<file path="config.mk">
export PLATFORM = sky130hd
export DESIGN_NAME = asp_uart
export DESIGN_NICKNAME = d
export VERILOG_FILES = /design/src/hw/asp_uart.v
export VERILOG_INCLUDE_DIRS = /design/src /design/src/hw
export SDC_FILE = /design/constraint.sdc
export NUM_CORES = 1
export LEC_CHECK = 0
export BUFFER_PORTS_ARGS = -buffer_cell sky130_fd_sc_hd__buf_4
export CELL_PAD_IN_SITES_DETAIL_PLACEMENT = 2
export CELL_PAD_IN_SITES_GLOBAL_PLACEMENT = 2
export CORE_MARGIN = 3
export CORE_UTILIZATION = 37
export DETAILED_ROUTE_END_ITERATION = 8
export PLACE_DENSITY_LB_ADDON = 0.1
export SYNTH_ARGS = -nofsm -noshare
export SYNTH_HDL_FRONTEND = slang
export SYNTH_SLANG_ARGS = --single-unit
</file>
<file path="constraint.sdc">
create_clock -name clk_i -period 3.1 [get_ports clk_i]
set_input_delay 0.465 -clock clk_i [delete_from_list [all_inputs] [get_ports clk_i]]
set_output_delay 0.465 -clock clk_i [all_outputs]
set_load 0.01 [all_outputs]
</file>
<file path="src/hw/asp_defines.vh">
// asp_defines.vh: constants of the asynchronous serial port
// assumes a byte-addressed APB slave with 32-bit words
`ifndef ASP_DEFINES_VH
`define ASP_DEFINES_VH
// ************************************************************
// register byte offsets
// ************************************************************
`define ASP_OFS_CTRL   8'h00
`define ASP_OFS_BUF    8'h04
`define ASP_OFS_PWR    8'h08
`define ASP_OFS_BAUD   8'h0c
`define ASP_OFS_RELOAD 8'h10
// ************************************************************
// serial control fields
// ************************************************************
`define ASP_CTL_MODE_HI 7
`define ASP_CTL_MODE_LO 6
`define ASP_CTL_MULTI   5
`define ASP_CTL_RX_EN   4
`define ASP_CTL_TX_NINE 3
`define ASP_CTL_RX_NINE 2
`define ASP_CTL_TX_DONE 1
`define ASP_CTL_RX_DONE 0
// ************************************************************
// power control and baud control fields
// ************************************************************
`define ASP_PWR_DBL    7
`define ASP_PWR_FSEL   6
`define ASP_PWR_SIXCLK 0
`define ASP_BD_RUN     4
`define ASP_BD_TSRC    3
`define ASP_BD_RSRC    2
`define ASP_BD_SPEED   1
// ************************************************************
// reset values and timing counts
// ************************************************************
`define ASP_RST_BYTE   8'h00
`define ASP_OVS_LAST   4'hf
`define ASP_OVS_MID    4'h7
`define ASP_PRE_LAST   3'h5
`define ASP_IDX_STOP8  4'h9
`define ASP_IDX_STOP9  4'ha
`define ASP_MODE0      2'h0
`define ASP_MODE1      2'h1
`define ASP_MODE2      2'h2
`endif

</file>
<file path="src/hw/asp_uart.v">
// asp_uart.v: asynchronous serial port, modes 1, 2 and 3, APB slave
// assumes rxd_i and timer1_ovf_i synchronous to clk_i (the oscillator)
`timescale 1ns/1ps
`include "asp_defines.vh"

// Function
// - transmitter and receiver run at the same time on separate pins.
// - 8-bit mode frame is start, eight data, stop: 10 bits.
// - 8-bit mode copies received stop bit into received ninth bit.
// - 9-bit frame is start, eight data LSB first, ninth, stop.
// - received ninth bit stored; transmitted ninth taken from software field.
// - writing the serial buffer starts a transmission in async modes.
// - enabled receiver starts a frame on a falling receive edge.
// - with framing check on, missing stop bit sets framing error.
// - framing error cleared only by software or reset.
// - with framing check on, receive complete raised at stop bit.
// - rx and tx baud sources chosen separately, timer 1 or generator.
// - generator rate: clock times doubling, over 6 unless speed, 32, reload.
// - timer 1 rate: clock times doubling, over 192 and reload.
// - peripheral clock is oscillator halved in 12-clock mode, else equal.
// - mode codes 00 shift, 01 8-bit, 10 9-bit fixed, 11 9-bit variable.
// - mode 2 rate is peripheral clock over 16 or 32.
// - transmit complete set at start of stop bit, held until cleared.
// - generator is 8-bit auto-reload, prescaled by 1 or 6, run bit.
module asp_uart (
  // clock and reset
  input  wire        clk_i,
  input  wire        rst_n_i,
  // apb slave
  input  wire        psel_i,
  input  wire        penable_i,
  input  wire        pwrite_i,
  input  wire [7:0]  paddr_i,
  input  wire [31:0] pwdata_i,
  output reg  [31:0] prdata_o,
  output wire        pready_o,
  output wire        pslverr_o,
  // baud source from timer 1
  input  wire        timer1_ovf_i,
  // serial pins
  input  wire        rxd_i,
  output wire        txd_o
);

  // ************************************************************
  // declarations
  // ************************************************************
  reg  [7:0] serial_control_reg;
  reg        framing_error_flag;
  reg  [7:0] power_control_reg;
  reg  [7:0] baud_control_reg;
  reg  [7:0] generator_reload_value;
  reg  [7:0] serial_buffer_reg;
  reg        per_half_reg;
  reg  [2:0] pre_reg;
  reg  [7:0] gen_cnt_reg;
  reg        gen_half_reg;
  reg        t1_half_reg;
  reg        m2_half_reg;
  reg        tx_busy_reg;
  reg  [3:0] tx_cnt_reg;
  reg  [3:0] tx_idx_reg;
  reg  [10:0] tx_sh_reg;
  reg        rx_busy_reg;
  reg        rx_prev_reg;
  reg  [3:0] rx_cnt_reg;
  reg  [3:0] rx_idx_reg;
  reg  [7:0] rx_sh_reg;
  reg        rx_nine_reg;
  reg        tx_done_set;
  reg        rx_done_set;
  reg        ferr_set;
  reg        nine_set;
  reg        nine_val;

  wire       mode_select_high = serial_control_reg[`ASP_CTL_MODE_HI];
  wire       mode_select_low  = serial_control_reg[`ASP_CTL_MODE_LO];
  wire [1:0] mode             = {mode_select_high, mode_select_low};
  wire       async_mode       = (mode != `ASP_MODE0);
  wire       eight_bit        = (mode == `ASP_MODE1);
  wire       transmit_ninth_bit = serial_control_reg[`ASP_CTL_TX_NINE];
  wire       rate_doubling_bit  = power_control_reg[`ASP_PWR_DBL];
  wire       framing_select_bit = power_control_reg[`ASP_PWR_FSEL];
  wire       six_clock_core_mode = power_control_reg[`ASP_PWR_SIXCLK];
  wire       generator_run_bit   = baud_control_reg[`ASP_BD_RUN];
  wire       tx_baud_source_sel  = baud_control_reg[`ASP_BD_TSRC];
  wire       rx_baud_source_sel  = baud_control_reg[`ASP_BD_RSRC];
  wire       generator_speed_bit = baud_control_reg[`ASP_BD_SPEED];

  // register decode, used by both write and read paths
  function [2:0] reg_sel;
    input [7:0] a;
    begin
      case (a)
        `ASP_OFS_CTRL:   reg_sel = 3'h1;
        `ASP_OFS_BUF:    reg_sel = 3'h2;
        `ASP_OFS_PWR:    reg_sel = 3'h3;
        `ASP_OFS_BAUD:   reg_sel = 3'h4;
        `ASP_OFS_RELOAD: reg_sel = 3'h5;
        default:         reg_sel = 3'h0;
      endcase
    end
  endfunction

  wire [2:0] sel    = reg_sel(paddr_i);
  wire       wr_en  = psel_i & penable_i & pwrite_i;
  wire       wr_ctl = wr_en & (sel == 3'h1);
  wire       wr_buf = wr_en & (sel == 3'h2);

  // ************************************************************
  // apb handshake: zero wait states, error on unmapped address
  // ************************************************************
  assign pready_o  = 1'b1;
  assign pslverr_o = psel_i & penable_i & (sel == 3'h0);

  // read data captured in the setup cycle, stable in the access
  always @(posedge clk_i or negedge rst_n_i) begin
    if (!rst_n_i) begin
      prdata_o <= 32'h0000_0000;
    end else if (psel_i & ~penable_i & ~pwrite_i) begin
      case (sel)
        3'h1: prdata_o <= {24'h000000, (framing_select_bit ? framing_error_flag : mode_select_high),
                           serial_control_reg[6:0]};
        3'h2: prdata_o <= {24'h000000, serial_buffer_reg};
        3'h3: prdata_o <= {24'h000000, power_control_reg};
        3'h4: prdata_o <= {27'h0000000, baud_control_reg[4:0]};
        3'h5: prdata_o <= {24'h000000, generator_reload_value};
        default: prdata_o <= 32'h0000_0000;
      endcase
    end
  end

  // ************************************************************
  // software registers and hardware flags (set beats clear)
  // ************************************************************
  always @(posedge clk_i or negedge rst_n_i) begin
    if (!rst_n_i) begin
      serial_control_reg     <= `ASP_RST_BYTE;
      framing_error_flag     <= 1'b0;
      power_control_reg      <= `ASP_RST_BYTE;
      baud_control_reg       <= `ASP_RST_BYTE;
      generator_reload_value <= `ASP_RST_BYTE;
    end else begin
      if (wr_ctl) begin
        // bit 7 is the mode bit only while framing select is clear
        if (!framing_select_bit)
          serial_control_reg[7] <= pwdata_i[7];
        serial_control_reg[6:3] <= pwdata_i[6:3];
      end
      if (nine_set)
        serial_control_reg[`ASP_CTL_RX_NINE] <= nine_val;
      else if (wr_ctl)
        serial_control_reg[`ASP_CTL_RX_NINE] <= pwdata_i[`ASP_CTL_RX_NINE];
      serial_control_reg[`ASP_CTL_TX_DONE] <= tx_done_set |
        (wr_ctl ? pwdata_i[`ASP_CTL_TX_DONE] : serial_control_reg[`ASP_CTL_TX_DONE]);
      serial_control_reg[`ASP_CTL_RX_DONE] <= rx_done_set |
        (wr_ctl ? pwdata_i[`ASP_CTL_RX_DONE] : serial_control_reg[`ASP_CTL_RX_DONE]);
      // only set by hardware, only cleared by a software write or reset
      framing_error_flag <= ferr_set |
        ((wr_ctl & framing_select_bit) ? (pwdata_i[7] & framing_error_flag) : framing_error_flag);
      if (wr_en & (sel == 3'h3))
        power_control_reg <= pwdata_i[7:0];
      if (wr_en & (sel == 3'h4))
        baud_control_reg <= {3'h0, pwdata_i[4:0]};
      if (wr_en & (sel == 3'h5))
        generator_reload_value <= pwdata_i[7:0];
    end
  end

  // ************************************************************
  // peripheral clock enable and baud generators
  // ************************************************************
  wire per_en  = six_clock_core_mode | per_half_reg;
  wire pre_hit = (pre_reg == `ASP_PRE_LAST);
  wire gen_tick = generator_run_bit & per_en & (generator_speed_bit | pre_hit);
  wire gen_ovf  = gen_tick & (gen_cnt_reg == 8'hff);
  // doubling bit skips the halving stage: 16 samples per bit either way
  wire gen_s  = gen_ovf & (rate_doubling_bit | gen_half_reg);
  wire t1_s   = timer1_ovf_i & (rate_doubling_bit | t1_half_reg);
  wire m2_s   = per_en & (rate_doubling_bit | m2_half_reg);
  wire tx_s   = (mode == `ASP_MODE2) ? m2_s : (tx_baud_source_sel ? gen_s : t1_s);
  wire rx_s   = (mode == `ASP_MODE2) ? m2_s : (rx_baud_source_sel ? gen_s : t1_s);

  // prescalers, auto-reload counter and halving toggles
  always @(posedge clk_i or negedge rst_n_i) begin
    if (!rst_n_i) begin
      per_half_reg <= 1'b0;
      pre_reg      <= 3'h0;
      gen_cnt_reg  <= 8'h00;
      gen_half_reg <= 1'b0;
      t1_half_reg  <= 1'b0;
      m2_half_reg  <= 1'b0;
    end else begin
      per_half_reg <= ~per_half_reg;
      if (per_en)
        pre_reg <= pre_hit ? 3'h0 : pre_reg + 3'h1;
      if (gen_tick)
        gen_cnt_reg <= gen_ovf ? generator_reload_value : gen_cnt_reg + 8'h01;
      if (gen_ovf)
        gen_half_reg <= ~gen_half_reg;
      if (timer1_ovf_i)
        t1_half_reg <= ~t1_half_reg;
      if (per_en)
        m2_half_reg <= ~m2_half_reg;
    end
  end

  // ************************************************************
  // transmitter
  // ************************************************************
  wire [3:0] tx_last = eight_bit ? `ASP_IDX_STOP8 : `ASP_IDX_STOP9;
  // own shifter and counters, independent of the receiver
  assign txd_o = tx_busy_reg ? tx_sh_reg[0] : 1'b1;

  // shifts one bit every sixteen samples
  always @(posedge clk_i or negedge rst_n_i) begin
    if (!rst_n_i) begin
      tx_busy_reg <= 1'b0;
      tx_cnt_reg  <= 4'h0;
      tx_idx_reg  <= 4'h0;
      tx_sh_reg   <= 11'h7ff;
      tx_done_set <= 1'b0;
    end else begin
      tx_done_set <= 1'b0;
      if (!tx_busy_reg) begin
        if (wr_buf & async_mode) begin
          tx_busy_reg <= 1'b1;
          tx_cnt_reg  <= 4'h0;
          tx_idx_reg  <= 4'h0;
          tx_sh_reg   <= {1'b1, (eight_bit | transmit_ninth_bit), pwdata_i[7:0], 1'b0};
        end
      end else if (tx_s) begin
        tx_cnt_reg <= tx_cnt_reg + 4'h1;
        if (tx_cnt_reg == `ASP_OVS_LAST) begin
          tx_sh_reg  <= {1'b1, tx_sh_reg[10:1]};
          tx_idx_reg <= tx_idx_reg + 4'h1;
          if (tx_idx_reg + 4'h1 == tx_last)
            tx_done_set <= 1'b1;
          if (tx_idx_reg == tx_last)
            tx_busy_reg <= 1'b0;
        end
      end
    end
  end

  // ************************************************************
  // receiver
  // ************************************************************
  wire       rx_mid    = rx_s & (rx_cnt_reg == `ASP_OVS_MID);
  wire [3:0] rx_stop   = eight_bit ? `ASP_IDX_STOP8 : `ASP_IDX_STOP9;
  wire       done_ninth = ~eight_bit & ~framing_select_bit;
  wire       ren       = serial_control_reg[`ASP_CTL_RX_EN];

  // falling-edge start, mid-bit sampling, completion and checks
  always @(posedge clk_i or negedge rst_n_i) begin
    if (!rst_n_i) begin
      rx_busy_reg <= 1'b0;
      rx_prev_reg <= 1'b1;
      rx_cnt_reg  <= 4'h0;
      rx_idx_reg  <= 4'h0;
      rx_sh_reg   <= 8'h00;
      rx_nine_reg <= 1'b0;
      serial_buffer_reg <= `ASP_RST_BYTE;
      rx_done_set <= 1'b0;
      ferr_set    <= 1'b0;
      nine_set    <= 1'b0;
      nine_val    <= 1'b0;
    end else begin
      rx_prev_reg <= rxd_i;
      rx_done_set <= 1'b0;
      ferr_set    <= 1'b0;
      nine_set    <= 1'b0;
      if (!rx_busy_reg) begin
        if (ren & async_mode & rx_prev_reg & ~rxd_i) begin
          rx_busy_reg <= 1'b1;
          rx_cnt_reg  <= 4'h0;
          rx_idx_reg  <= 4'h0;
        end
      end else if (!ren) begin
        rx_busy_reg <= 1'b0;
      end else if (rx_s) begin
        rx_cnt_reg <= rx_cnt_reg + 4'h1;
        if (rx_mid) begin
          rx_idx_reg <= rx_idx_reg + 4'h1;
          if (rx_idx_reg == 4'h0) begin
            if (rxd_i)
              rx_busy_reg <= 1'b0;
          end else if (rx_idx_reg < `ASP_IDX_STOP8) begin
            rx_sh_reg <= {rxd_i, rx_sh_reg[7:1]};
          end else if (rx_idx_reg == `ASP_IDX_STOP8 && !eight_bit) begin
            rx_nine_reg <= rxd_i;
            if (done_ninth) begin
              serial_buffer_reg <= rx_sh_reg;
              rx_done_set <= 1'b1;
              nine_set    <= 1'b1;
              nine_val    <= rxd_i;
            end
          end
          if (rx_idx_reg == rx_stop) begin
            rx_busy_reg <= 1'b0;
            ferr_set <= framing_select_bit & ~rxd_i;
            if (!done_ninth) begin
              serial_buffer_reg <= rx_sh_reg;
              rx_done_set <= 1'b1;
              nine_set    <= 1'b1;
              nine_val    <= eight_bit ? rxd_i : rx_nine_reg;
            end
          end
        end
      end
    end
  end

endmodule // asp_uart

</file>
# --- After elaboration in Yosys (flattened, before gate mapping) ---
# Cells that the tools add are included.
# W data, S select, Z words.
word_totals:
  ff_bits: 128
  in_bits: 47
  out_inout_bits: 35
  word_cells: 202
classes:
  add_sub_neg: 6
  magnitude_cmp: 1
  n_eq_ne: 24
  mux: 79
  bitwise_logic: 45
  n_reduce_logical: 17
ops:
  columns: ["op", "n"]
  rows:
  - ["$mux W4", 14]
  - ["$mux W8", 7]
  - ["$mux W1", 50]
  - ["$mux W11", 4]
  - ["$pmux W8 S5", 1]
  - ["$and A1 B1 Y1", 25]
  - ["$add A4 B1 Y4 const B", 4]
  - ["$eq A8 B4 Y1 const B", 2]
  - ["$pmux W3 S5", 1]
  - ["$eq A4 B4 Y1", 3]
  - ["$not A1 Y1", 11]
  - ["$eq A3 B3 Y1 const B", 3]
  - ["$or A1 B1 Y1", 9]
  - ["$add A8 B1 Y8 const B", 1]
  - ["$eq A4 B4 Y1 const B", 2]
  - ["$eq A8 B3 Y1 const B", 1]
  - ["$eq A8 B5 Y1 const B", 1]
  - ["$eq A8 B8 Y1 const B", 1]
  - ["$logic_not A8 Y1", 1]
  - ["$ne A2 B1 Y1 const B", 4]
  - ["$reduce_and A4 Y1", 2]
  - ["$reduce_bool A2 Y1", 4]
  - ["$reduce_and A7 Y1", 1]
  - ["$eq A3 B2 Y1 const B", 2]
  - ["other kinds (16)", 18]

# --- Depth between registers and ports, before layout ---
logic_depth:
  ltp_word: 13
  ltp_mapped: 8
  depth_no_buf: 7

# --- Worst setup path after synthesis ---
# OpenSTA, ideal clock, no wires.
synth_timing:
  path_kind: "input -> register"
  startpoint: "in paddr_i[0]"
  endpoint: "reg serial_control_reg[7]"
  arrival_ns: 2.113
  required_time_ns: 2.975
  setup_slack_ns: 0.862
  cell_stages: 5
  path_cell_list: "or4_4 > nor4_4 > nand2_2 > nor2_1 > mux2_2"
synth_via:
  elab_chain_cells: 5
  elab_cells_between_ends: 9
  classes_between: "5 x eq/ne; 1 x mux; 1 x bitwise; 2 x reduce/logical"
synth_rtl:
  columns: ["item", "line", "rtl"]
  rows:
  - ["from (decl)", "asp_uart.v:33", "input wire [7:0] paddr_i,"]
  - ["$eq A8 B5 Y1 (tied with other cells)", "asp_uart.v:94", "case (a)"]
  - ["$pmux W3 S5 *", "asp_uart.v:94", null]
  - ["$eq A3 B1 Y1 *", "asp_uart.v:107", "wire wr_ctl = wr_en & (sel == 3'h1);"]
  - ["$and A1 B1 Y1 *", "asp_uart.v:107", null]
  - ["$reduce_and A2 Y1 (no source line) *", null, null]
  - ["to (signal assigned)", "asp_uart.v:138", "serial_control_reg <= `ASP_RST_BYTE;"]
  - ["to (signal assigned)", "asp_uart.v:147", "serial_control_reg[7] <= pwdata_i[7];"]
  - ["to (signal, indexed assignment)", "asp_uart.v:151", "serial_control_reg[`ASP_CTL_RX_NINE] <= nine_val;"]
  - ["to (decl)", "asp_uart.v:48", "reg [7:0] serial_control_reg;"]
# Every way passes the cells marked *; elsewhere a longest branch is shown, timed or not.
# A chain may end at the register's enable or synchronous reset.

# --- Final worst setup path ---
layout_timing:
  startpoint: "reg gen_cnt_reg[0]"
  endpoint: "reg rx_nine_reg"
layout_via:
  elab_chain_cells: 7
layout_rtl:
  columns: ["item", "line", "rtl"]
  rows:
  - ["from (decl)", "asp_uart.v:56", "reg [7:0] gen_cnt_reg;"]
  - ["from (signal assigned)", "asp_uart.v:198", "gen_cnt_reg <= gen_ovf ? generator_reload_value : gen_cnt_reg + 8'h01;"]
  - ["$eq A8 B8 Y1 *", "asp_uart.v:176", "wire gen_ovf = gen_tick & (gen_cnt_reg == 8'hff);"]
  - ["$and A1 B1 Y1 *", "asp_uart.v:176", null]
  - ["$and A1 B1 Y1 *", "asp_uart.v:178", "wire gen_s = gen_ovf & (rate_doubling_bit | gen_half_reg);"]
  - ["$mux W1 * (2 in series)", "asp_uart.v:182", "wire rx_s = (mode == `ASP_MODE2) ? m2_s : (rx_baud_source_sel ? gen_s : t1_s);"]
  - ["$and A1 B1 Y1", "asp_uart.v:249", "wire rx_mid = rx_s & (rx_cnt_reg == `ASP_OVS_MID);"]
  - ["$reduce_and A7 Y1 (no source line) *", null, null]
  - ["to (signal assigned)", "asp_uart.v:291", "rx_nine_reg <= rxd_i;"]
  - ["to (decl)", "asp_uart.v:69", "reg rx_nine_reg;"]
# Marks and branches as above.

==> run metrics <==
Placed Cells incl. Taps=665; R2R setup slack=between 0.4 and 0.5 ns; vias=3,738; Cell Area, Synth=~5300 um2; DRC=0; Die ar.=15,700 um2; setup TNS=0 ns; worst-case reg-to-reg path depth=8; max reg flops=10; Inserted Diodes=0; Tcrit/Tclk final=0.8590; synthesis-stage register bit count=103; Place WS=approximately 0.41 ns; status=finished, final reports clean; DR pass1 iterations=4; fin worst setup slack=about 0.44 ns; worst r2r src=gen_cnt_reg[0]$_DFFE_PN0P_; relative max-transition margin=0.5412; synthesized instance count=459; Die X=125.3 um; Seq/Total Area, Yosys=0.4919; final instance area=5928 um2; clock share of power=0.398; vias in the first global route=between 4,000 and 5,000; critical path class=reg -> reg; MaxCap Viol Count=0; share of cells above drive strength 1=0.2693; first-pass GRT wire length=~24,000 um; Fin Hold WS=0.1084 ns; Comb power frac=0.080; Area Growth Syn to Fin=12.54%; cell taking the most area after synthesis=dfrtp_1; Startpoint Class=flip-flop; peak supply drop=0.0002846 V; wire length per cell=21.19 um; Final Hold Vio Count=0; RSZ-0062 raised after global routing=false; initial antenna violation count=0; CTS tree=built; GRT overflow=0; CTS hold repair buffers=0; # setup viols final=0; share of the synthesized area in the top cell type=0.4371; CP Capture Type=flip-flop; final std cells w/o fill=between 600 and 700; total track usage=0.1914; number of setup buffers added after CTS=0; Seq pwr share=0.522; Core Box Area=13,560 um2; Via density=around 5.5; Post-synth EDFFs=0; Die H=125.3 um; Main synth FF type=dfrtp_1; routability congestion estimate=0.7752; Synth async-reset ratio=1.000; Post-DRT Antenna Nets=0; Leakage=0.002763 uW; syn_area_per_cell=11.48 um2; nets=555; crit-path max FO=7; H-Tree Level Count=3; WP data arrival=~2.9 ns; Power Dens Cells=457.8 nW/um2; largest cells by area after synthesis=dfrtp_1 44%, mux2_2 7.9%, dfstp_2 5.5%; Num CTS Buffers=9; worst skew pair latency=0.36 ns; Max Freq=0.3755 GHz; Switch Pwr=682.2 uW; CTS sink cnt=103; largest net degree at the start of global routing=46; Critical Path RT=approximately 3.3 ns; Net Sw Frac=0.2514; Clock Skews=0.009307 ns; Int Pwr=2032 uW; fin crit period=between 2 and 3 ns; number of port buffers=32; Placed Area=5658 um2; Iter 0 DRT Violations=214; root buf cell=clkbuf_16; WL final=14,430 um; post-CTS resize count=0; hpwl dp=10,630 um; IO Count=82; Initial Util=0.3885; Clock Tree Buf Depth=2; Hold WC Path Type=in -> async; Synth cell types=69; clock-pin slew on the worst setup and hold paths=0.07 ns; Final Max Slew Viols=0; Syn. warnings=0; worst-margin pin slew=0.6831 ns; # rows=42; worst r2r dst=rx_nine_reg$_DFFE_PN0P_
cell usage in the layout (no fill, tap or decap), types with 10 or more instances in the layout:
master   instances
dfrtp_1         92
nor2_1          37
a21oi_1         18
buf_4           41
mux2_2          37
mux2i_1         18
inv_1           10
nand2_1         33
o21ai_0         24
conb_1          25
nand3_1         14
dfstp_2         11
critical path, stage by stage, from the launching register on:
cell     delay (ns)
dfrtp_1        0.44
ha_1           0.31
nand3_4        0.14
nor2_8         0.16
a41oi_4        0.18
nor4_4         0.62
buf_4          0.24
nand4_1        0.11
mux2_1         0.34
synth_stat cells, types with 4 or more instances:
cell      number
dfrtp_1       92
nand2_1       33
ha_1           8
o21ai_0       24
nor2_1        37
a21oi_1       18
a22oi_1        8
mux2_4         8
nand3_1       14
buf_4         26
nor2b_1        4
xnor2_1        5
o211ai_1       5
nor3_1         5
and3_1         4
a211o_1        4
clkbuf_1       5
mux2i_1       18
dfstp_2       11
mux4_2         5
nand4_1        8
mux2_2        37
inv_1         10
kinds of logic after synthesis:
logic type,after synthesis,share of synthesized area
AND/OR/NAND/NOR,137,0.1489
flip-flops,103,0.4919
AO/OA/AOI/OAI,86,0.1116
multiplexers,69,0.1596
buffers and inverters,46,0.05416
adder cells (fa/ha/maj),8,0.01900
XOR/XNOR,8,0.01330
other,2,0.001426
power groups by stage:
| stage | clock (uW) | combinational [uW] | sequential (uW) |
|---|---|---|---|
| 2_1_floorplan | 0 | 144 | 1430 |
| 6_report | 1080 | 218 | 1420 |
| 3_5_place_dp | 0 | 222 | 1440 |
| 3_3_place_gp | 0 | 215 | 1440 |
| 5_1_grt | 1170 | 245 | 1420 |
| 4_1_cts | 1110 | 223 | 1420 |
per-layer routing:
| metal | part of all wire | wire (um) | vias to the layer above | GRT usage |
|---|---|---|---|---|
| met2 | 0.49 | 7136 | 69 | 0.3141 |
| met4 | 0.012 | 176 | 0 | 0.04656 |
| li1 | - | - | 1713 | - |
| met1 | 0.46 | 6571 | 1945 | 0.2568 |
| met5 | 0 | 0 | - | 0 |
| met3 | 0.038 | 548 | 11 | 0.04691 |
stage by stage:
stage               utilization  total power [uW]
finish                   0.4372              2714
global route             0.4372              2839
CTS                      0.4372              2751
detailed placement       0.4173              1664
global placement         0.4173              1653
floorplan                     -              1576
layout make-up:
cell class	instances	area [um2]
fill	1413	7630
tap	176	220.2
clock buffer	12	246.5
clock inverter	4	23.77
multi-input combinational	333	2477
inverter	11	41.29
sequential	103	2591
timing repair buffer	42	327.8
how the worst max path moves through the flow:
| stage | start | endpoint | slack [ns] | cells after the start |
|---|---|---|---|---|
| CTS | gen_cnt_reg[0]$_DFFE_PN0P_ | rx_nine_reg$_DFFE_PN0P_ | 0.40 | 8 |
| detailed placement | gen_cnt_reg[0]$_DFFE_PN0P_ | rx_sh_reg[0]$_DFFE_PN0P_ | 0.41 | 7 |
| finish | gen_cnt_reg[0]$_DFFE_PN0P_ | rx_nine_reg$_DFFE_PN0P_ | 0.44 | 8 |
| floorplan | paddr_i[0] | serial_control_reg[7]$_DFFE_PN0P_ | 0.86 | 5 |
| global placement | gen_cnt_reg[0]$_DFFE_PN0P_ | rx_nine_reg$_DFFE_PN0P_ | 0.48 | 8 |
| global route | gen_cnt_reg[0]$_DFFE_PN0P_ | rx_sh_reg[0]$_DFFE_PN0P_ | 0.29 | 7 |
No activity file was read; power rests on OpenSTA's default activity.
